$ cat src/include/ccr_pkg.sv
// Package for the charger control register pair (control 4 and control 5).
// Assumes a single 100 MHz clock domain and an 8-bit register access port.
`default_nettype none

package ccr_pkg;

   // ----------------------------------------------------------------------
   // Register offsets and bit positions
   // ----------------------------------------------------------------------
   localparam logic [7:0] CCR_OFS_GATE_FREQ = 8'h13;
   localparam logic [7:0] CCR_OFS_SHIP_DSCH = 8'h14;

   localparam int CCR_B_GATE_B     = 7;
   localparam int CCR_B_GATE_A     = 6;
   localparam int CCR_B_SW_RATE    = 5;
   localparam int CCR_B_STAT_OFF   = 4;
   localparam int CCR_B_SHORT_OFF  = 3;
   localparam int CCR_B_UV_OFF     = 2;
   localparam int CCR_B_VLIM_DET   = 1;
   localparam int CCR_B_IN_OCP     = 0;

   localparam int CCR_B_SHIP_FIT   = 7;
   localparam int CCR_B_RSVD       = 6;
   localparam int CCR_B_DSCH_SENSE = 5;
   localparam int CCR_B_DSCH_LIM   = 3;
   localparam int CCR_B_INT_ILIM   = 2;
   localparam int CCR_B_EXT_ILIM   = 1;
   localparam int CCR_B_DSCH_OCP   = 0;

   // ----------------------------------------------------------------------
   // Reset values (bit 5 of control 4 comes from the strap instead)
   // ----------------------------------------------------------------------
   localparam logic [7:0] CCR_RST_GATE_FREQ = 8'h01;
   localparam logic [7:0] CCR_RST_SHIP_DSCH = 8'h16;
   // Fields restored by watchdog expiry as well as register reset.
   localparam logic [7:0] CCR_WD_MASK_GATE  = 8'h10;
   localparam logic [7:0] CCR_WD_MASK_SHIP  = 8'h3d;
   // Bit of control 5 that stays at zero until the ship switch is fitted.
   localparam logic [7:0] CCR_SHIP_LOCK     = 8'h01;

   // Discharge current limit codes.
   localparam logic [1:0] CCR_DSCH_3A  = 2'h0;
   localparam logic [1:0] CCR_DSCH_4A  = 2'h1;
   localparam logic [1:0] CCR_DSCH_5A  = 2'h2;
   localparam logic [1:0] CCR_DSCH_OFF = 2'h3;

   // ----------------------------------------------------------------------
   // Detection sequencer
   // ----------------------------------------------------------------------
   typedef enum logic [1:0] {
      CCR_ST_IDLE = 2'b00,
      CCR_ST_STOP = 2'b01,
      CCR_ST_MEAS = 2'b11
   } ccr_state_t;

   // Register access request from the serial front end.
   typedef struct packed {
      logic       wr;
      logic       rd;
      logic [7:0] addr;
      logic [7:0] wdata;
   } ccr_req_t;

   // Control outputs to the power stage.
   typedef struct packed {
      logic       gate_b_on;
      logic       gate_a_on;
      logic       rate_750k;
      logic       status_pin_off;
      logic       short_hiccup_off;
      logic       uv_hiccup_off;
      logic       in_ocp_on;
      logic       dsch_sense_on;
      logic [1:0] dsch_lim_sel;
      logic       int_ilim_on;
      logic       ext_ilim_on;
      logic       dsch_ocp_on;
      logic       ship_fitted;
   } ccr_ctl_t;

endpackage

`default_nettype wire

$ cat src/hw/ccr_regs.sv
// Charger control registers 4 and 5 with forced input-limit detection.
// Assumes an 8-bit register port already decoded from the serial bus and
// analog status inputs synchronous to ref_clk.
//
// Notes on behaviour
// - Bit 7 drives gate pair B; locked to 0 when pair absent at start.
// - Bit 6 drives gate pair A; locked to 0 when pair absent at start.
// - Bit 5 picks 1.5 MHz or 750 kHz; reset value comes from strap.
// - Bit 4 turns status pin off; cleared by watchdog or reset.
// - Bit 3 turns off system short hiccup; cleared by reset only.
// - Bit 2 turns off reverse undervoltage hiccup; reset only.
// - Detect request accepted only while battery exceeds minimum system.
// - Detection stops switching, measures, then updates limit and clears request together.
// - Bit 0 enables input overcurrent protection, default 1, reset only.
// - Ship switch not fitted holds discharge overcurrent enable at 0.
// - Once fitted bit is 1, the locked bit becomes writable.
// - Discharge sense enable, default 0, cleared by watchdog or reset.
// - Discharge limit field picks 3A, 4A, 5A, off; default code 2.
// - Internal current limit enable, default 1, restored by watchdog.
// - External current limit enable, default 1, restored by reset only.
// - Master gate-off forces both gate enables to 0.
// - Discharge overcurrent enable, default 0.
`default_nettype none

module ccr_regs (
   // Clock and reset
   input  wire logic              ref_clk,
   input  wire logic              nrst,
   // Register access port
   input  wire ccr_pkg::ccr_req_t req,
   output var  logic [7:0]        rdata,
   // Soft resets
   input  wire logic              reg_reset,
   input  wire logic              wdog_expire,
   // Board and analog status
   input  wire logic              config_strap_pin,
   input  wire logic              gate_pair_a_found,
   input  wire logic              gate_pair_b_found,
   input  wire logic              gate_drive_master_off,
   input  wire logic              batt_above_min_sys,
   input  wire logic              meas_done,
   input  wire logic [7:0]        meas_value,
   // Controls to the power stage
   output var  ccr_pkg::ccr_ctl_t ctl,
   output var  logic              switching_halt,
   output var  logic              meas_start,
   output var  logic              input_voltage_limit_we,
   output var  logic [7:0]        input_voltage_limit
);
   import ccr_pkg::*;

   // ----------------------------------------------------------------------
   // State
   // ----------------------------------------------------------------------
   typedef struct packed {
      logic [7:0] r4;
      logic [7:0] r5;
      logic       strap;
      logic       a_ok;
      logic       b_ok;
      logic       started;
      ccr_state_t st;
      logic [7:0] rdata;
      ccr_ctl_t   ctl;
      logic       halt;
      logic       mstart;
      logic       vl_we;
      logic [7:0] vl;
   } ccr_s_t;

   ccr_s_t s_q;
   ccr_s_t s_d;

   // Restore masked bits to their reset value.
   function automatic logic [7:0] restore(input logic [7:0] cur,
                                          input logic [7:0] rst,
                                          input logic [7:0] mask);
      restore = (cur & ~mask) | (rst & mask);
   endfunction

   // Apply lock conditions to control 4.
   function automatic logic [7:0] lock4(input logic [7:0] v,
                                        input logic a_ok,
                                        input logic b_ok,
                                        input logic moff);
      lock4 = v;
      lock4[CCR_B_GATE_B] = v[CCR_B_GATE_B] & b_ok & ~moff;
      lock4[CCR_B_GATE_A] = v[CCR_B_GATE_A] & a_ok & ~moff;
   endfunction

   // Apply lock conditions to control 5.
   function automatic logic [7:0] lock5(input logic [7:0] v);
      lock5 = v;
      lock5[CCR_B_RSVD] = 1'b0;
      if (!v[CCR_B_SHIP_FIT]) begin
         lock5 = lock5 & ~CCR_SHIP_LOCK;
      end
   endfunction

   // ----------------------------------------------------------------------
   // Next state
   // ----------------------------------------------------------------------
   always_comb begin
      logic [7:0] rst4;
      rst4 = CCR_RST_GATE_FREQ;
      s_d = s_q;
      s_d.mstart = 1'b0;
      s_d.vl_we = 1'b0;
      // Capture strap and gate-pair presence once after reset release.
      if (!s_q.started) begin
         s_d.started = 1'b1;
         s_d.strap = config_strap_pin;
         s_d.a_ok = gate_pair_a_found;
         s_d.b_ok = gate_pair_b_found;
         s_d.r4[CCR_B_SW_RATE] = config_strap_pin;
      end
      // Use the strap seen this cycle, so an early soft reset keeps it.
      rst4[CCR_B_SW_RATE] = s_d.strap;
      // Host write.
      if (req.wr && req.addr == CCR_OFS_GATE_FREQ) begin
         s_d.r4 = req.wdata;
         // Detect request may be set only with battery above minimum.
         s_d.r4[CCR_B_VLIM_DET] = s_q.r4[CCR_B_VLIM_DET] |
            (req.wdata[CCR_B_VLIM_DET] & batt_above_min_sys);
      end
      if (req.wr && req.addr == CCR_OFS_SHIP_DSCH) begin
         s_d.r5 = req.wdata;
      end
      // Detection sequencer.
      case (s_q.st)
         CCR_ST_IDLE: begin
            if (s_d.r4[CCR_B_VLIM_DET]) begin
               s_d.st = CCR_ST_STOP;
               s_d.halt = 1'b1;
            end
         end
         CCR_ST_STOP: begin
            s_d.st = CCR_ST_MEAS;
            s_d.mstart = 1'b1;
         end
         CCR_ST_MEAS: begin
            if (meas_done) begin
               s_d.st = CCR_ST_IDLE;
               s_d.halt = 1'b0;
               s_d.vl_we = 1'b1;
               s_d.vl = meas_value;
               s_d.r4[CCR_B_VLIM_DET] = 1'b0;
            end
         end
         default: begin
            s_d.st = CCR_ST_IDLE;
            s_d.halt = 1'b0;
         end
      endcase
      // Watchdog restores its subset; register reset restores all.
      if (wdog_expire) begin
         s_d.r4 = restore(s_d.r4, rst4, CCR_WD_MASK_GATE);
         s_d.r5 = restore(s_d.r5, CCR_RST_SHIP_DSCH,
                          CCR_WD_MASK_SHIP);
      end
      if (reg_reset) begin
         s_d.r4 = rst4;
         s_d.r5 = CCR_RST_SHIP_DSCH;
         s_d.st = CCR_ST_IDLE;
         s_d.halt = 1'b0;
         s_d.mstart = 1'b0;
      end
      s_d.r4 = lock4(s_d.r4, s_d.a_ok, s_d.b_ok, gate_drive_master_off);
      s_d.r5 = lock5(s_d.r5);
      // Read data.
      case (req.addr)
         CCR_OFS_GATE_FREQ: s_d.rdata = s_d.r4;
         CCR_OFS_SHIP_DSCH: s_d.rdata = s_d.r5;
         default:           s_d.rdata = 8'h00;
      endcase
      if (!req.rd) begin
         s_d.rdata = s_q.rdata;
      end
      // Controls.
      s_d.ctl.gate_b_on        = s_d.r4[CCR_B_GATE_B];
      s_d.ctl.gate_a_on        = s_d.r4[CCR_B_GATE_A];
      s_d.ctl.rate_750k        = s_d.r4[CCR_B_SW_RATE];
      s_d.ctl.status_pin_off   = s_d.r4[CCR_B_STAT_OFF];
      s_d.ctl.short_hiccup_off = s_d.r4[CCR_B_SHORT_OFF];
      s_d.ctl.uv_hiccup_off    = s_d.r4[CCR_B_UV_OFF];
      s_d.ctl.in_ocp_on        = s_d.r4[CCR_B_IN_OCP];
      s_d.ctl.dsch_sense_on    = s_d.r5[CCR_B_DSCH_SENSE];
      s_d.ctl.dsch_lim_sel     = s_d.r5[CCR_B_DSCH_LIM +: 2];
      s_d.ctl.int_ilim_on      = s_d.r5[CCR_B_INT_ILIM];
      s_d.ctl.ext_ilim_on      = s_d.r5[CCR_B_EXT_ILIM];
      s_d.ctl.dsch_ocp_on      = s_d.r5[CCR_B_DSCH_OCP];
      s_d.ctl.ship_fitted      = s_d.r5[CCR_B_SHIP_FIT];
   end

   // ----------------------------------------------------------------------
   // State register
   // ----------------------------------------------------------------------
   always_ff @(posedge ref_clk or negedge nrst) begin
      if (!nrst) begin
         s_q <= '0;
         s_q.r4 <= CCR_RST_GATE_FREQ;
         s_q.r5 <= CCR_RST_SHIP_DSCH & ~CCR_SHIP_LOCK;
         s_q.ctl.in_ocp_on <= 1'b1;
         s_q.ctl.dsch_lim_sel <= CCR_DSCH_5A;
         s_q.ctl.int_ilim_on <= 1'b1;
         s_q.ctl.ext_ilim_on <= 1'b1;
         s_q.st <= CCR_ST_IDLE;
      end else begin
         s_q <= s_d;
      end
   end

   // Outputs straight from flip-flops.
   assign rdata = s_q.rdata;
   assign ctl = s_q.ctl;
   assign switching_halt = s_q.halt;
   assign meas_start = s_q.mstart;
   assign input_voltage_limit_we = s_q.vl_we;
   assign input_voltage_limit = s_q.vl;

   // ----------------------------------------------------------------------
   // Checks
   // ----------------------------------------------------------------------
   // A gate pair found absent at start never has its driver enabled.
   chk_gate_b_lock: assert property (
      @(posedge ref_clk) disable iff (!nrst)
      s_q.started && !s_q.b_ok |-> !ctl.gate_b_on)
      else $error("gate pair B enabled while absent");
   // The same lock holds for the first pair.
   chk_gate_a_lock: assert property (
      @(posedge ref_clk) disable iff (!nrst)
      s_q.started && !s_q.a_ok |-> !ctl.gate_a_on)
      else $error("gate pair A enabled while absent");
   // A present pair follows the written enable unless overridden.
   chk_gate_a_write: assert property (
      @(posedge ref_clk) disable iff (!nrst)
      req.wr && req.addr == CCR_OFS_GATE_FREQ && req.wdata[CCR_B_GATE_A] &&
      s_q.started && s_q.a_ok && !gate_drive_master_off && !reg_reset
      |=> ctl.gate_a_on)
      else $error("gate pair A not enabled by write");
   // The master switch clears both enables by the next cycle.
   chk_master_off: assert property (
      @(posedge ref_clk) disable iff (!nrst)
      gate_drive_master_off |=> !ctl.gate_a_on && !ctl.gate_b_on)
      else $error("gate enable survived master off");
   // A rate write takes effect unless a register reset coincides.
   chk_rate_write: assert property (
      @(posedge ref_clk) disable iff (!nrst)
      req.wr && req.addr == CCR_OFS_GATE_FREQ && !reg_reset
      |=> ctl.rate_750k == $past(req.wdata[CCR_B_SW_RATE]))
      else $error("rate bit does not follow write");
   // Register reset reloads the rate from the captured strap.
   chk_rate_strap: assert property (
      @(posedge ref_clk) disable iff (!nrst)
      reg_reset |=> ctl.rate_750k == s_q.strap)
      else $error("rate bit not restored from strap");
   // Status pin control follows a write that no soft reset overrides.
   chk_status_write: assert property (
      @(posedge ref_clk) disable iff (!nrst)
      req.wr && req.addr == CCR_OFS_GATE_FREQ && !reg_reset && !wdog_expire
      |=> ctl.status_pin_off == $past(req.wdata[CCR_B_STAT_OFF]))
      else $error("status pin control does not follow write");
   // Both hiccup disables follow a write.
   chk_hiccup_write: assert property (
      @(posedge ref_clk) disable iff (!nrst)
      req.wr && req.addr == CCR_OFS_GATE_FREQ && !reg_reset
      |=> ctl.short_hiccup_off == $past(req.wdata[CCR_B_SHORT_OFF]) &&
      ctl.uv_hiccup_off == $past(req.wdata[CCR_B_UV_OFF]))
      else $error("hiccup disables do not follow write");
   // A detect request written with low battery is dropped.
   chk_det_refuse: assert property (
      @(posedge ref_clk) disable iff (!nrst)
      req.wr && req.addr == CCR_OFS_GATE_FREQ && !batt_above_min_sys &&
      !s_q.r4[CCR_B_VLIM_DET] && !reg_reset |=> !s_q.r4[CCR_B_VLIM_DET])
      else $error("detect request accepted with low battery");
   // Halting is followed by the measurement start one cycle later.
   chk_det_seq: assert property (
      @(posedge ref_clk) disable iff (!nrst)
      $rose(switching_halt) && !reg_reset |=> meas_start)
      else $error("measurement did not follow halt");
   // The measurement start is a single-cycle pulse.
   chk_start_pulse: assert property (
      @(posedge ref_clk) disable iff (!nrst)
      meas_start |=> !meas_start)
      else $error("measurement start longer than one cycle");
   // Completion drops the request and resumes switching.
   chk_det_clear: assert property (
      @(posedge ref_clk) disable iff (!nrst)
      input_voltage_limit_we |-> !s_q.r4[CCR_B_VLIM_DET] && !switching_halt)
      else $error("request not cleared at completion");
   // The limit is only updated at the end of a halted measurement.
   chk_we_halted: assert property (
      @(posedge ref_clk) disable iff (!nrst)
      input_voltage_limit_we |-> $past(switching_halt))
      else $error("limit updated without halt");
   // Input overcurrent enable follows a write.
   chk_ocp_write: assert property (
      @(posedge ref_clk) disable iff (!nrst)
      req.wr && req.addr == CCR_OFS_GATE_FREQ && !reg_reset
      |=> ctl.in_ocp_on == $past(req.wdata[CCR_B_IN_OCP]))
      else $error("input overcurrent enable does not follow write");
   // Without the ship switch the discharge protection stays off.
   chk_ship_lock: assert property (
      @(posedge ref_clk) disable iff (!nrst)
      !ctl.ship_fitted |-> !ctl.dsch_ocp_on)
      else $error("discharge protection on without ship switch");
   // Setting the fitted bit lets the locked bit be written in one go.
   chk_ship_unlock: assert property (
      @(posedge ref_clk) disable iff (!nrst)
      req.wr && req.addr == CCR_OFS_SHIP_DSCH && req.wdata[CCR_B_SHIP_FIT] &&
      req.wdata[CCR_B_DSCH_OCP] && !reg_reset && !wdog_expire
      |=> ctl.ship_fitted && ctl.dsch_ocp_on)
      else $error("ship switch bits not writable once fitted");
   // Discharge sense, limit and internal limit follow a plain write.
   chk_dsch_write: assert property (
      @(posedge ref_clk) disable iff (!nrst)
      req.wr && req.addr == CCR_OFS_SHIP_DSCH && !reg_reset && !wdog_expire
      |=> ctl.dsch_sense_on == $past(req.wdata[CCR_B_DSCH_SENSE]) &&
      ctl.dsch_lim_sel == $past(req.wdata[CCR_B_DSCH_LIM +: 2]) &&
      ctl.int_ilim_on == $past(req.wdata[CCR_B_INT_ILIM]))
      else $error("discharge controls do not follow write");
   // External limit enable follows a write; the watchdog leaves it.
   chk_ext_write: assert property (
      @(posedge ref_clk) disable iff (!nrst)
      req.wr && req.addr == CCR_OFS_SHIP_DSCH && !reg_reset
      |=> ctl.ext_ilim_on == $past(req.wdata[CCR_B_EXT_ILIM]))
      else $error("external limit enable does not follow write");
   // The reserved bit always reads as zero.
   chk_rsvd_zero: assert property (
      @(posedge ref_clk) disable iff (!nrst)
      req.rd && req.addr == CCR_OFS_SHIP_DSCH |=> !rdata[CCR_B_RSVD])
      else $error("reserved bit read as one");
   // Watchdog expiry restores its subset of fields.
   chk_wdog_rest: assert property (
      @(posedge ref_clk) disable iff (!nrst)
      wdog_expire && !req.wr |=> ctl.int_ilim_on && !ctl.dsch_sense_on &&
      ctl.dsch_lim_sel == CCR_DSCH_5A && !ctl.status_pin_off)
      else $error("watchdog did not restore fields");
   // Watchdog expiry leaves the input overcurrent, external limit and hiccup fields, which only register reset restores.
   chk_wdog_keep: assert property (
      @(posedge ref_clk) disable iff (!nrst)
      wdog_expire && !req.wr && !reg_reset |=> $stable(ctl.in_ocp_on) &&
      $stable(ctl.ext_ilim_on) && $stable(ctl.short_hiccup_off) &&
      $stable(ctl.uv_hiccup_off))
      else $error("watchdog changed a register-reset-only field");
   // Register reset restores the input overcurrent, external limit and both hiccup fields.
   chk_reg_reset: assert property (
      @(posedge ref_clk) disable iff (!nrst)
      reg_reset |=> ctl.in_ocp_on && ctl.ext_ilim_on && !ctl.uv_hiccup_off
      && !ctl.short_hiccup_off)
      else $error("register reset did not restore fields");

endmodule

`default_nettype wire

$ cat config.mk
export PLATFORM = sky130hd
export DESIGN_NAME = ccr_regs
export DESIGN_NICKNAME = d
export VERILOG_FILES = /design/src/include/ccr_pkg.sv /design/src/hw/ccr_regs.sv
export SDC_FILE = /design/constraint.sdc
export NUM_CORES = 1
export LEC_CHECK = 0
export ABC_AREA = 1
export BUFFER_PORTS_ARGS = -buffer_cell sky130_fd_sc_hd__buf_2
export CORE_UTILIZATION = 50
export DETAILED_ROUTE_END_ITERATION = 10
export GPL_TIMING_DRIVEN = 0
export PLACE_DENSITY = 0.79
export SLEW_MARGIN = 20
export SYNTH_ARGS = -nofsm -noshare
export SYNTH_HDL_FRONTEND = slang
export SYNTH_SLANG_ARGS = --single-unit
$ cat constraint.sdc
create_clock -name ref_clk -period 1.6 [get_ports ref_clk]
set_clock_uncertainty 0.1 [all_clocks]
set_input_delay 0.08 -clock ref_clk [delete_from_list [all_inputs] [get_ports ref_clk]]
set_output_delay 0.08 -clock ref_clk [all_outputs]
set_load 0.02 [all_outputs]
==> results of run 1 <==
[flip-flops by register name, summed over array words and instances (netlist names)]
signal / count
ctl: 2
input_voltage_limit: 8
input_voltage_limit_we: 1
meas_start: 1
rdata: 8
s_q: 19
switching_halt: 1
[final cells by class]
class / count / share of cell area
clock buffers: 8 / 0.0354
well taps: 50 / 0.0221
flip-flops and latches: 40 / 0.356
repair buffers: 86 / 0.186
plain buffers: 31 / 0.0823
multi-input cells: 151 / 0.268
inverters: 38 / 0.0505
[cells by family after synthesis]
kind of cell,count (synthesis),synth area share
compound gates,5,0.0146
buf+inv,69,0.176
flops,40,0.470
other cells,1,0.00175
simple gates,145,0.338
[critical path: stages, from the launching register on]
cell	delay [ns]
dfrtp_1	0.39
nand2_1	0.08
nor2_2	0.34
inv_2	0.18
nand2_1	0.11
a21oi_2	0.05
nand2_1	0.06
nand3_1	0.06
[synth_stat cells, types with 3 or more instances]
cell	number	area, sq um
inv_1	35	131
and3_1	5	31.3
nor2_2	8	50.1
buf_4	31	233
nand4_1	10	62.6
dfstp_2	4	105
nand2_1	77	289
nand3_1	20	100
nor3_1	3	15.0
nor2_1	9	33.8
nand2_4	3	33.8
dfrtp_1	36	901
[layer usage]
| layer | track usage | vias to the layer above | routed length, microns |
|---|---|---|---|
| met5 | 0 | - | 0 |
| met1 | 0.261 | 891 | 1950 |
| met2 | 0.418 | 60 | 2500 |
| met4 | 0.144 | 0 | 154 |
| met3 | 0.0456 | 13 | 228 |
| li1 | - | 961 | - |
[path summary, 6_finish.rpt]
check	slack, ns	depth (start not counted)	endpoint	from
min reg2reg	0.38	2	input_voltage_limit[6]	input_voltage_limit[6]
max reg2reg	0.12	7	rdata[1]	s_q[33]
min	0.02	3	input_voltage_limit_we	meas_done
max in group asynchronous	0.53	2	ctl[13]	nrst
min in group asynchronous	0.32	2	rdata[3]	nrst
max	0.12	7	rdata[1]	s_q[33]
[where the power goes]
group / leakage, nW / switching, mW / internal [mW] / total [mW]
registers: 0.518 / 0.0608 / 1.12 / 1.18
clock network: 0.0515 / 0.362 / 0.394 / 0.755
logic: 1.13 / 0.327 / 0.280 / 0.607
total: 1.70 / 0.750 / 1.79 / 2.54
[per-stage QoR]
stage | setup WS [ns] | hold slack (ns) | cell area (sq um) | std cells | utilization
final | 0.123 | 0.0155 | 2830 | 404 | 0.697
after CTS | 0.127 | 0.0127 | 2830 | 404 | 0.697
after floorplan | 0.357 | -0.316 | 2140 | 260 | -
after global routing | 0.00303 | 0.0399 | 2830 | 404 | 0.697
after detailed placement | 0.142 | 0.143 | 2540 | 377 | 0.625
after global placement | 0.169 | 0.140 | 2540 | 377 | 0.625
[repair_timing]
item | CTS | global route
endpoints found under the setup margin | 0 | 0
hold buffers | 19 | 0
hold endpoints to repair | 55 | 0
==> PnR_summary.wiki, run 1 <==
{| class="wikitable"
! Metric !! Value
|-
| Result of the run || completed
|-
| Root buf cell || clkbuf_8
|-
| Area enclosed by the die boundary || 4540 sq um
|-
| CTS Buf Count || 5
|-
| Post-synth net total || ~300
|-
| Final estimated routing congestion in global placement || approximately 0.75
|-
| DR DRC count || 0
|-
| DR iter-0 viols || just over 90
|-
| First-pass GRT wire length || between 7 and 8 mm
|-
| Antenna-violating nets left || 0
|-
| Total I/O pin count || between 60 and 70
|-
| Number of warnings reported in the yosys synthesis log || 0
|-
| Worst min-delay path category || input port to flip-flop
|-
| Arrival time of data at the critical path endpoint || approximately 1.6 ns
|-
| Maximum number of pins on one net before global-route repair || approximately 40
|-
| Sequential share of the synthesized area || 0.470
|-
| TritonCTS Sinks || 40
|-
| Horiz. Die Dim || slightly below 70 microns
|-
| Minimum period implied by the final worst setup slack || roughly 1.5 ns
|-
| RSZ-0062 raised after global routing || false
|-
| Endpoint type of the worst setup path || flip-flop
|-
| Mapped Cells || 260
|-
| Residual overflow from global routing || 0
|-
| Power after layout || between 2 and 3 mW
|-
| Area growth syn-to-layout || 32.2%
|-
| Fin. Hold Viols || 0
|-
| Worst-case vdd ir drop || ~0.00073 V
|-
| Most common cell after layout, fill and taps aside || nand2_1
|-
| Average footprint of a synthesized cell || 8.22 sq um
|-
| Max_cap viols || 0
|-
| Leakage || approximately 1.7 nW
|-
| CTS tree || built
|-
| Area occupied by multi-input gates || ~760 sq um
|-
| Sequential Area || ~1000 sq um
|-
| Count of pins over their slew limit || 0
|-
| Clock transition time at the flip-flop clock pins of the worst setup and hold paths || approximately 0.080 ns
|-
| Detailed Place HPWL || 3.31 mm
|-
| Vias post-DR || ~1900
|-
| Share of flip-flops with an asynchronous set or reset || 1.00
|-
| Core Area || between 4000 and 5000 sq um
|-
| Routed wire length || about 4.8 mm
|-
| Total Nets Final || 389
|-
| Least-Margin Pin Slew || approximately 0.87 ns
|-
| Post-CTS Setup Repair Bufs || 0
|-
| Pwr per Cell Area || between 800 and 900 nW/um^2
|-
| Predominant post-synthesis flop cell || dfrtp_1
|-
| Total routing usage reported by global routing || 0.237
|-
| Maximum root-to-sink buffer count || 2
|-
| Final Cycle Share || 0.923
|-
| Worst relative slew slack || 0.423
|-
| Setup_tns || 0 ns
|-
| Synth Cell Area || 2140 sq um
|-
| Clock insertion delay at the later pin of the skew report || around 0.31 ns
|-
| IO Port Bufs || 67
|-
| Register bit count reported by yosys || 40
|-
| Starting Density || 0.527
|-
| Site Rows || 23
|-
| Start-to-end type of the worst setup path || flip-flop to flip-flop
|-
| Drt via density || between 4 and 5
|-
| EDFF count, synth || 0
|-
| Number of fillers in the final layout || 342
|-
| Fraction of final layout cells with drive strength greater than 1 || 0.367
|-
| Setup violation total in the final timing report || 0
|-
| Maximum fanout count along the critical path || 10
|-
| Average routed wire per standard cell || approximately 12 microns
|-
| Synth cell types || 28
|-
| H-tree level count || 2
|-
| Number of antenna diodes || 0
|-
| Startpoint class of the critical path || flip-flop
|-
| First-pass iteration count of the detailed router || 6
|-
| FMAX || 677 MHz
|-
| Gates resized, CTS repair || 0
|-
| Die height || approximately 67 microns
|-
| Via count of the first global-routing pass || between 1500 and 2000
|-
| Antenna violations before repair || 0
|-
| Top library cells by usage in the layout, fill and taps aside || nand2_1 (77), buf_2 (67), dfrtp_1 (36), inv_1 (35), buf_4 (31)
|-
| Critical path data required time || about 1.7 ns
|}
Power figures use the tool's default switching activity.
==> inputs of run 2 (changes only) <==
--- a/config.mk
+++ b/config.mk
@@ -8,8 +8,9 @@
 export ABC_AREA = 1
 export BUFFER_PORTS_ARGS = -buffer_cell sky130_fd_sc_hd__buf_2
-export CORE_UTILIZATION = 50
+export CORE_UTILIZATION = 35
 export DETAILED_ROUTE_END_ITERATION = 10
 export GPL_TIMING_DRIVEN = 0
-export PLACE_DENSITY = 0.79
+export PLACE_DENSITY = 0.59
+export RECOVER_POWER = 50
 export SLEW_MARGIN = 20
 export SYNTH_ARGS = -nofsm -noshare
--- a/constraint.sdc
+++ b/constraint.sdc
@@ -3,3 +3,3 @@
 set_input_delay 0.08 -clock ref_clk [delete_from_list [all_inputs] [get_ports ref_clk]]
 set_output_delay 0.08 -clock ref_clk [all_outputs]
-set_load 0.02 [all_outputs]
+set_load 0.01 [all_outputs]
==> run 2 against run 1 <==
Effect of this change: worst hold slack barely moved; combinational power fell by 18%; utilization fell by 23 points; first-iteration DRC count fell by 41%; critical path depth fell by 1; sequential share of layout area rose by 0.84 points; largest cell class unchanged.
==> PnR_summary.wiki, run 2 (synthesis results as in run 1) <==
{| class="wikitable"
! Metric !! Value
|-
| Result of the run || completed
|-
| RSZ-0062 raised after global routing || false
|-
| Placed Cells || 402 (+6.6%)
|-
| Start-to-end type of the worst setup path || input port to flip-flop
|-
| Maximum number of pins on one net before global-route repair || 41 (unchanged)
|-
| Post-CTS Setup Repair Bufs || 0 (unchanged)
|-
| Critical path data required time || 1.66 ns (-0.04 ns)
|-
| Site Rows || 28 (+22%)
|-
| Clock transition time at the flip-flop clock pins of the worst setup and hold paths || 0.07 ns (about the same)
|-
| FMAX || 710 MHz (+4.9%)
|-
| Worst min-delay path category || input port to flip-flop
|-
| First-pass GRT wire length || 7.38 mm (-5.3%)
|-
| Fin. Hold Viols || 0 (unchanged)
|-
| Worst-case vdd ir drop || 0.000510 V (-30%)
|-
| H-tree level count || 2 (unchanged)
|-
| Final Cycle Share || 0.881 (-0.0428)
|-
| IO Port Bufs || 67 (unchanged)
|-
| Setup violation total in the final timing report || 0 (unchanged)
|-
| Clock insertion delay at the later pin of the skew report || 0.28 ns (-0.03 ns)
|-
| Area enclosed by the die boundary || 6430 sq um (+41%)
|-
| Fraction of final layout cells with drive strength greater than 1 || 0.252 (-0.115)
|-
| Antenna violations before repair || 0 (unchanged)
|-
| Die height || 80.2 microns (+19%)
|-
| Count of pins over their slew limit || 0 (unchanged)
|-
| Placed instance area || 2570 sq um (+1.2%)
|-
| Antenna-violating nets left || 0 (unchanged)
|-
| Pwr per Cell Area || 836 nW/um^2 (-6.9%)
|-
| Max reg flops || 19 (unchanged)
|-
| Maximum root-to-sink buffer count || 2 (unchanged)
|-
| Power after layout || 2.31 mW (-9.1%)
|-
| CTS tree || built
|-
| Via count of the first global-routing pass || 1646 (-9.2%)
|-
| Number of antenna diodes || 0 (unchanged)
|-
| Most common cell after layout, fill and taps aside || nand2_1
|-
| Starting Density || 0.361 (-0.166)
|-
| Crit-path cells || dlygate4sd3_1, buf_2, nor2_1, nand3_1, nand2_1, nand3_1
|-
| Number of standard cells in the layout, taps in and fillers out || 428 (+5.9%)
|-
| Endpoint type of the worst setup path || flip-flop
|-
| Flop-to-flop setup slack || 0.23 ns (+0.11 ns)
|-
| Core Area || 5920 sq um (+46%)
|-
| Residual overflow from global routing || 0 (unchanged)
|-
| Setup_tns || 0 ns (unchanged)
|-
| TritonCTS Sinks || 40 (unchanged)
|-
| Cell repeated most along the worst path || nand3_1
|-
| Drt via density || 4.42 (-7.2%)
|-
| Final estimated routing congestion in global placement || 0.772 (+2.9%)
|-
| Worst Slack Setup Final || 0.191 ns (+0.0684 ns)
|-
| Least-Margin Pin Slew || 0.999 ns (+0.134 ns)
|-
| CTS Buf Count || 5 (unchanged)
|-
| Total routing usage reported by global routing || 0.152 (-0.0852)
|-
| Pre-CTS worst setup slack || 0.103 ns (-0.0385 ns)
|-
| Vias post-DR || 1892 (-1.7%)
|-
| Average routed wire per standard cell || 11.1 microns (-7.6%)
|-
| Worst relative slew slack || 0.334 (-0.0891)
|-
| Max_cap viols || 0 (unchanged)
|-
| Routed wire length || 4.73 mm (-2.1%)
|-
| Maximum fanout count along the critical path || 8 (-2)
|-
| Final design area excluding fillers || 2760 sq um (-2.3%)
|-
| First-pass iteration count of the detailed router || 4 (-2)
|-
| Cell at the slowest stage of the critical path || dlygate4sd3_1
|-
| Arrival time of data at the critical path endpoint || 1.47 ns (-0.10 ns)
|-
| Root buf cell || clkbuf_8
|-
| Minimum period implied by the final worst setup slack || 1.41 ns (-0.0684 ns)
|-
| Area growth syn-to-layout || 29.1%
|-
| Detailed Place HPWL || 3.35 mm (+1.3%)
|-
| Horiz. Die Dim || 80.2 microns (+19%)
|-
| Total I/O pin count || 69 (unchanged)
|-
| Leakage || 1.55 nW (-8.5%)
|-
| Top library cells by usage in the layout, fill and taps aside || nand2_1 (79), dfrtp_1 (36), inv_1 (35), clkbuf_1 (34), buf_2 (34)
|-
| Register with the most flip-flops || s_q
|-
| DR DRC count || 0 (unchanged)
|-
| DR iter-0 viols || 54 (-41%)
|-
| Critical Path Max Stage Delay || 0.53 ns (+0.14 ns)
|-
| Total Nets Final || 388 (-0.26%)
|-
| Startpoint class of the critical path || input port
|}
## run 2: cell types whose count changed in the layout (fill, tap and decap cells not counted), sizes merged
cell         delta
clkinv          +1
buf            -33
dlygate4sd3     -1
clkbuf         +32
## run 2: metal layers
layer,global-route usage,share of wire,vias to the layer above
met4,0.0482,0.0072,0
met1,0.185,0.45,871
li1,-,-,961
met3,0.0295,0.056,2
met5,0,0,-
met2,0.268,0.48,58
## run 2: where the power goes
group          switching (mW)  internal (mW)  leakage (nW)
clock network           0.334          0.306        0.0422
registers              0.0542           1.12         0.515
logic                   0.247          0.251         0.997
total                   0.636           1.67          1.55
## run 2: final cells by class
| class | instances | area, sq um |
|---|---|---|
| fill | 651 | 3160 |
| sequential | 40 | 1010 |
| multi-input combinational | 151 | 729 |
| timing repair buffer | 85 | 475 |
| buffer | 31 | 233 |
| inverter | 38 | 143 |
| tap | 75 | 93.8 |
| clock buffer | 7 | 76.3 |
| clock inverter | 1 | 5.00 |
## run 2: repair_timing
item / in CTS / in global routing
endpoints found under the hold margin: 53 / 0
hold buffers: 18 / 0
endpoints found under the setup margin: 0 / 1
resized for setup: 0 / 1
## run 2: critical path, delay by kind of cell
family                 cells  cell delay, ns
buffers and inverters      2            0.66
AND/OR/NAND/NOR            4            0.73
## run 2: stage by stage
step,util,hold WS [ns]
finish,0.466,0.0159
global route,0.466,0.00809
detailed placement,0.434,0.159
CTS,0.478,0.00209
global placement,0.434,0.172
floorplan,-,-0.316
## run 2: path summary, 6_finish.rpt
check / start / to / cells after the start
hold / removal: gate_drive_master_off / rdata[6] / 4
min in group asynchronous: nrst / ctl[13] / 2
setup / recovery: wdog_expire / rdata[2] / 6
max in group asynchronous: nrst / s_q[50] / 2
setup reg to reg: s_q[35] / s_q[53] / 5
hold reg to reg: input_voltage_limit[3] / input_voltage_limit[3] / 2
==> inputs of run 3 (changes only) <==
Settings changed: CORE_MARGIN set to 2.
==> run 3 against run 2 <==
Effect of this change: routed wire length rose by 3.3%; setup slack got worse by 0.031 ns; sequential share of layout area fell by 0.28 points; critical path depth rose by 1; global-route usage rose by 0.48 points; sequential cell count did not move; via count fell by 1.5%; maximum frequency fell by 2.2%; utilization rose by 0.36 points; largest cell class unchanged; largest power group unchanged; highest routed layer unchanged.
==> PnR_summary.wiki, run 3 (synthesis results as in run 1) <==
{| class="wikitable"
! Metric !! Value
|-
| Met1 WL || 2.30 mm (+7.3%)
|-
| Total met2 wirelength after detailed routing || 2.27 mm (-0.66%)
|-
| H-tree level count || 2 (unchanged)
|-
| First-pass iteration count of the detailed router || 4 (unchanged)
|-
| Critical path data required time || 1.66 ns (about the same)
|-
| Drt via density || 4.34 (-1.8%)
|-
| IO Port Bufs || 67 (unchanged)
|-
| Pre-CTS worst setup slack || 0.0962 ns (-0.00724 ns)
|-
| P_sw || 644 uW (+1.4%)
|-
| Area enclosed by the die boundary || 6750 sq um (+5.1%)
|-
| Worst min-delay path category || input port to flip-flop
|-
| Average routed wire per standard cell || 11.4 microns (+3.1%)
|-
| Arrival time of data at the critical path endpoint || 1.50 ns (+0.03 ns)
|-
| Hold Path Stages || 4 (unchanged)
|-
| Hold worst-path end || rdata[0]
|-
| RSZ-0062 raised after global routing || false
|-
| Max reg flops || 19 (unchanged)
|-
| Final design area excluding fillers || 2780 sq um (+0.77%)
|-
| TritonCTS Sinks || 40 (unchanged)
|-
| Uppermost metal layer occupied by signal nets || met4
|-
| Placed Cells || 402 (unchanged)
|-
| Clock transition time at the flip-flop clock pins of the worst setup and hold paths || 0.08 ns (about the same)
|-
| Root buf cell || clkbuf_8
|-
| Antenna-violating nets left || 0 (unchanged)
|-
| Die height || 82.2 microns (+2.5%)
|-
| Max_cap viols || 0 (unchanged)
|-
| Maximum root-to-sink buffer count || 2 (unchanged)
|-
| Result of the run || completed
|-
| Number of fillers in the final layout || 621 (-4.6%)
|-
| Sequential Area || 1010 sq um (unchanged)
|-
| First-pass GRT wire length || 8.03 mm (+8.9%)
|-
| Least-Margin Pin Slew || 0.997 ns (-0.00203 ns)
|-
| CTS Buf Count || 5 (unchanged)
|-
| Leakage || 1.57 nW (+0.81%)
|-
| CP Launch Point || s_q[33]
|-
| Capture instance of the worst register-to-register path || rdata[1]
|-
| Setup_tns || 0 ns (unchanged)
|-
| Maximum number of pins on one net before global-route repair || 41 (unchanged)
|-
| Fin. Hold Viols || 0 (unchanged)
|-
| Site Rows || 28 (unchanged)
|-
| FMAX || 694 MHz (-2.2%)
|-
| Worst-case vdd ir drop || 0.000491 V (-3.7%)
|-
| Horiz. Die Dim || 82.2 microns (+2.5%)
|-
| Start-to-end type of the worst setup path || flip-flop to flip-flop
|-
| Switching portion of total power || 0.273 (-0.00190)
|-
| Final estimated routing congestion in global placement || 0.828 (+7.3%)
|-
| Startpoint class of the critical path || flip-flop
|-
| DR DRC count || 0 (unchanged)
|-
| Fraction of final layout cells with drive strength greater than 1 || 0.254 (+0.00211)
|-
| Final Cycle Share || 0.900 (+0.0196)
|-
| Power after layout || 2.36 mW (+2.1%)
|-
| Internal Power || 1.71 mW (+2.4%)
|-
| Total Nets Final || 389 (+0.26%)
|-
| Utilization of the core after routing || 0.470 (+0.00359)
|-
| Via count of the first global-routing pass || 1688 (+2.6%)
|-
| Sequential fraction of design power || 0.497 (-0.010)
|-
| Pwr per Cell Area || 847 nW/um^2 (+1.3%)
|-
| DR iter-0 viols || 99 (+83%)
|-
| Top library cells by usage in the layout, fill and taps aside || nand2_1 (79), inv_1 (36), dfrtp_1 (36), buf_2 (34), clkbuf_1 (32)
|-
| Most common cell after layout, fill and taps aside || nand2_1
|-
| Cell depth of the worst flop-to-flop path || 7 (+2)
|-
| Number of standard cells in the layout, taps in and fillers out || 429 (+0.23%)
|-
| Total I/O pin count || 69 (unchanged)
|-
| Worst r2r src || s_q[33]
|-
| Clock insertion delay at the later pin of the skew report || 0.29 ns (about the same)
|-
| Crit-path cells || nand2_1, nor2_4, inv_1, nand2_1, a21oi_2, nand2_1, nand3_1
|-
| Setup violation total in the final timing report || 0 (unchanged)
|-
| Endpoint type of the worst setup path || flip-flop
|-
| Placed instance area || 2570 sq um (unchanged)
|-
| CTS tree || built
|-
| Share of total power in the clock network || 0.291 (+0.014)
|-
| Number of antenna diodes || 0 (unchanged)
|-
| Maximum fanout count along the critical path || 10 (+2)
|-
| Count of pins over their slew limit || 0 (unchanged)
|-
| Register with the most flip-flops || s_q
|-
| Critical Path Max Stage Delay || 0.39 ns (-0.14 ns)
|-
| Area growth syn-to-layout || 30.1%
|-
| Met3 wire len || 238 microns (-11%)
|-
| Starting Density || 0.361 (unchanged)
|-
| Minimum hold slack || 0.0412 ns (+0.0253 ns)
|-
| Core Area || 5920 sq um (unchanged)
|-
| Residual overflow from global routing || 0 (unchanged)
|-
| Logic gate share of total power || 0.212 (-0.004)
|-
| Area occupied by multi-input gates || 729 sq um (unchanged)
|-
| Min-Delay Startpoint || req[16]
|-
| Worst Slack Setup Final || 0.160 ns (-0.0314 ns)
|-
| Routed wire length || 4.89 mm (+3.3%)
|-
| Vias post-DR || 1863 (-1.5%)
|-
| Minimum period implied by the final worst setup slack || 1.44 ns (+0.0314 ns)
|-
| Flop-to-flop setup slack || 0.16 ns (-0.07 ns)
|-
| Detailed Place HPWL || 3.44 mm (+2.6%)
|-
| Antenna violations before repair || 0 (unchanged)
|-
| Total routing usage reported by global routing || 0.156 (+0.00480)
|-
| Cell at the slowest stage of the critical path || dfrtp_1
|-
| Cell repeated most along the worst path || nand2_1
|-
| Worst relative slew slack || 0.335 (+0.00136)
|}
-- run 3: cell types whose count changed in the layout (fill, tap and decap cells not counted) --
cell,previous run,this run
clkbuf_1,34,32
and2_0,1,0
and2_1,0,1
dlygate4sd3_1,18,19
clkbuf_8,5,6
clkinv_2,1,2
inv_2,2,1
inv_1,35,36
-- run 3: cell type report --
| cell class | count | area share |
|---|---|---|
| buffer | 31 | 0.0836 |
| timing repair buffer | 86 | 0.174 |
| clock inverter | 2 | 0.00360 |
| inverter | 38 | 0.0513 |
| clock buffer | 6 | 0.0297 |
| tap | 75 | 0.0337 |
| multi-input combinational | 151 | 0.262 |
| sequential | 40 | 0.362 |
-- run 3: power groups by stage --
stage          sequential, mW  combinational [mW]  clock, mW
3_3_place_gp             1.19               0.492          0
6_report                 1.17               0.500      0.685
4_1_cts                  1.17               0.535      0.711
5_1_grt                  1.18               0.564      0.767
2_1_floorplan            1.18               0.307          0
3_5_place_dp             1.19               0.497          0
-- run 3: worst max-delay path by stage --
stage,endpoint
2_1_floorplan,s_q[53]
6_report,rdata[1]
5_1_grt,rdata[1]
3_3_place_gp,rdata[1]
4_1_cts,rdata[1]
3_5_place_dp,rdata[1]
-- run 3: worst max-delay path, delay by kind of cell (launching register included) --
family / cells / cell delay [ns]
flip-flops: 1 / 0.39
buffers and inverters: 1 / 0.22
AND/OR/NAND/NOR: 5 / 0.58
AO/OA/AOI/OAI: 1 / 0.05
-- run 3: timing repair --
action                                  in CTS  in global routing
hold buffers                                19                  0
endpoints found under the hold margin       55                  0
resized for setup                            0                  1
endpoints found under the setup margin       0                  1
setup buffers                                0                  0
-- run 3: per-layer routing --
| layer | GRT usage | vias up |
|---|---|---|
| li1 | - | 959 |
| met1 | 0.209 | 844 |
| met2 | 0.260 | 56 |
| met3 | 0.0261 | 4 |
| met4 | 0.0483 | 0 |
| met5 | 0 | - |
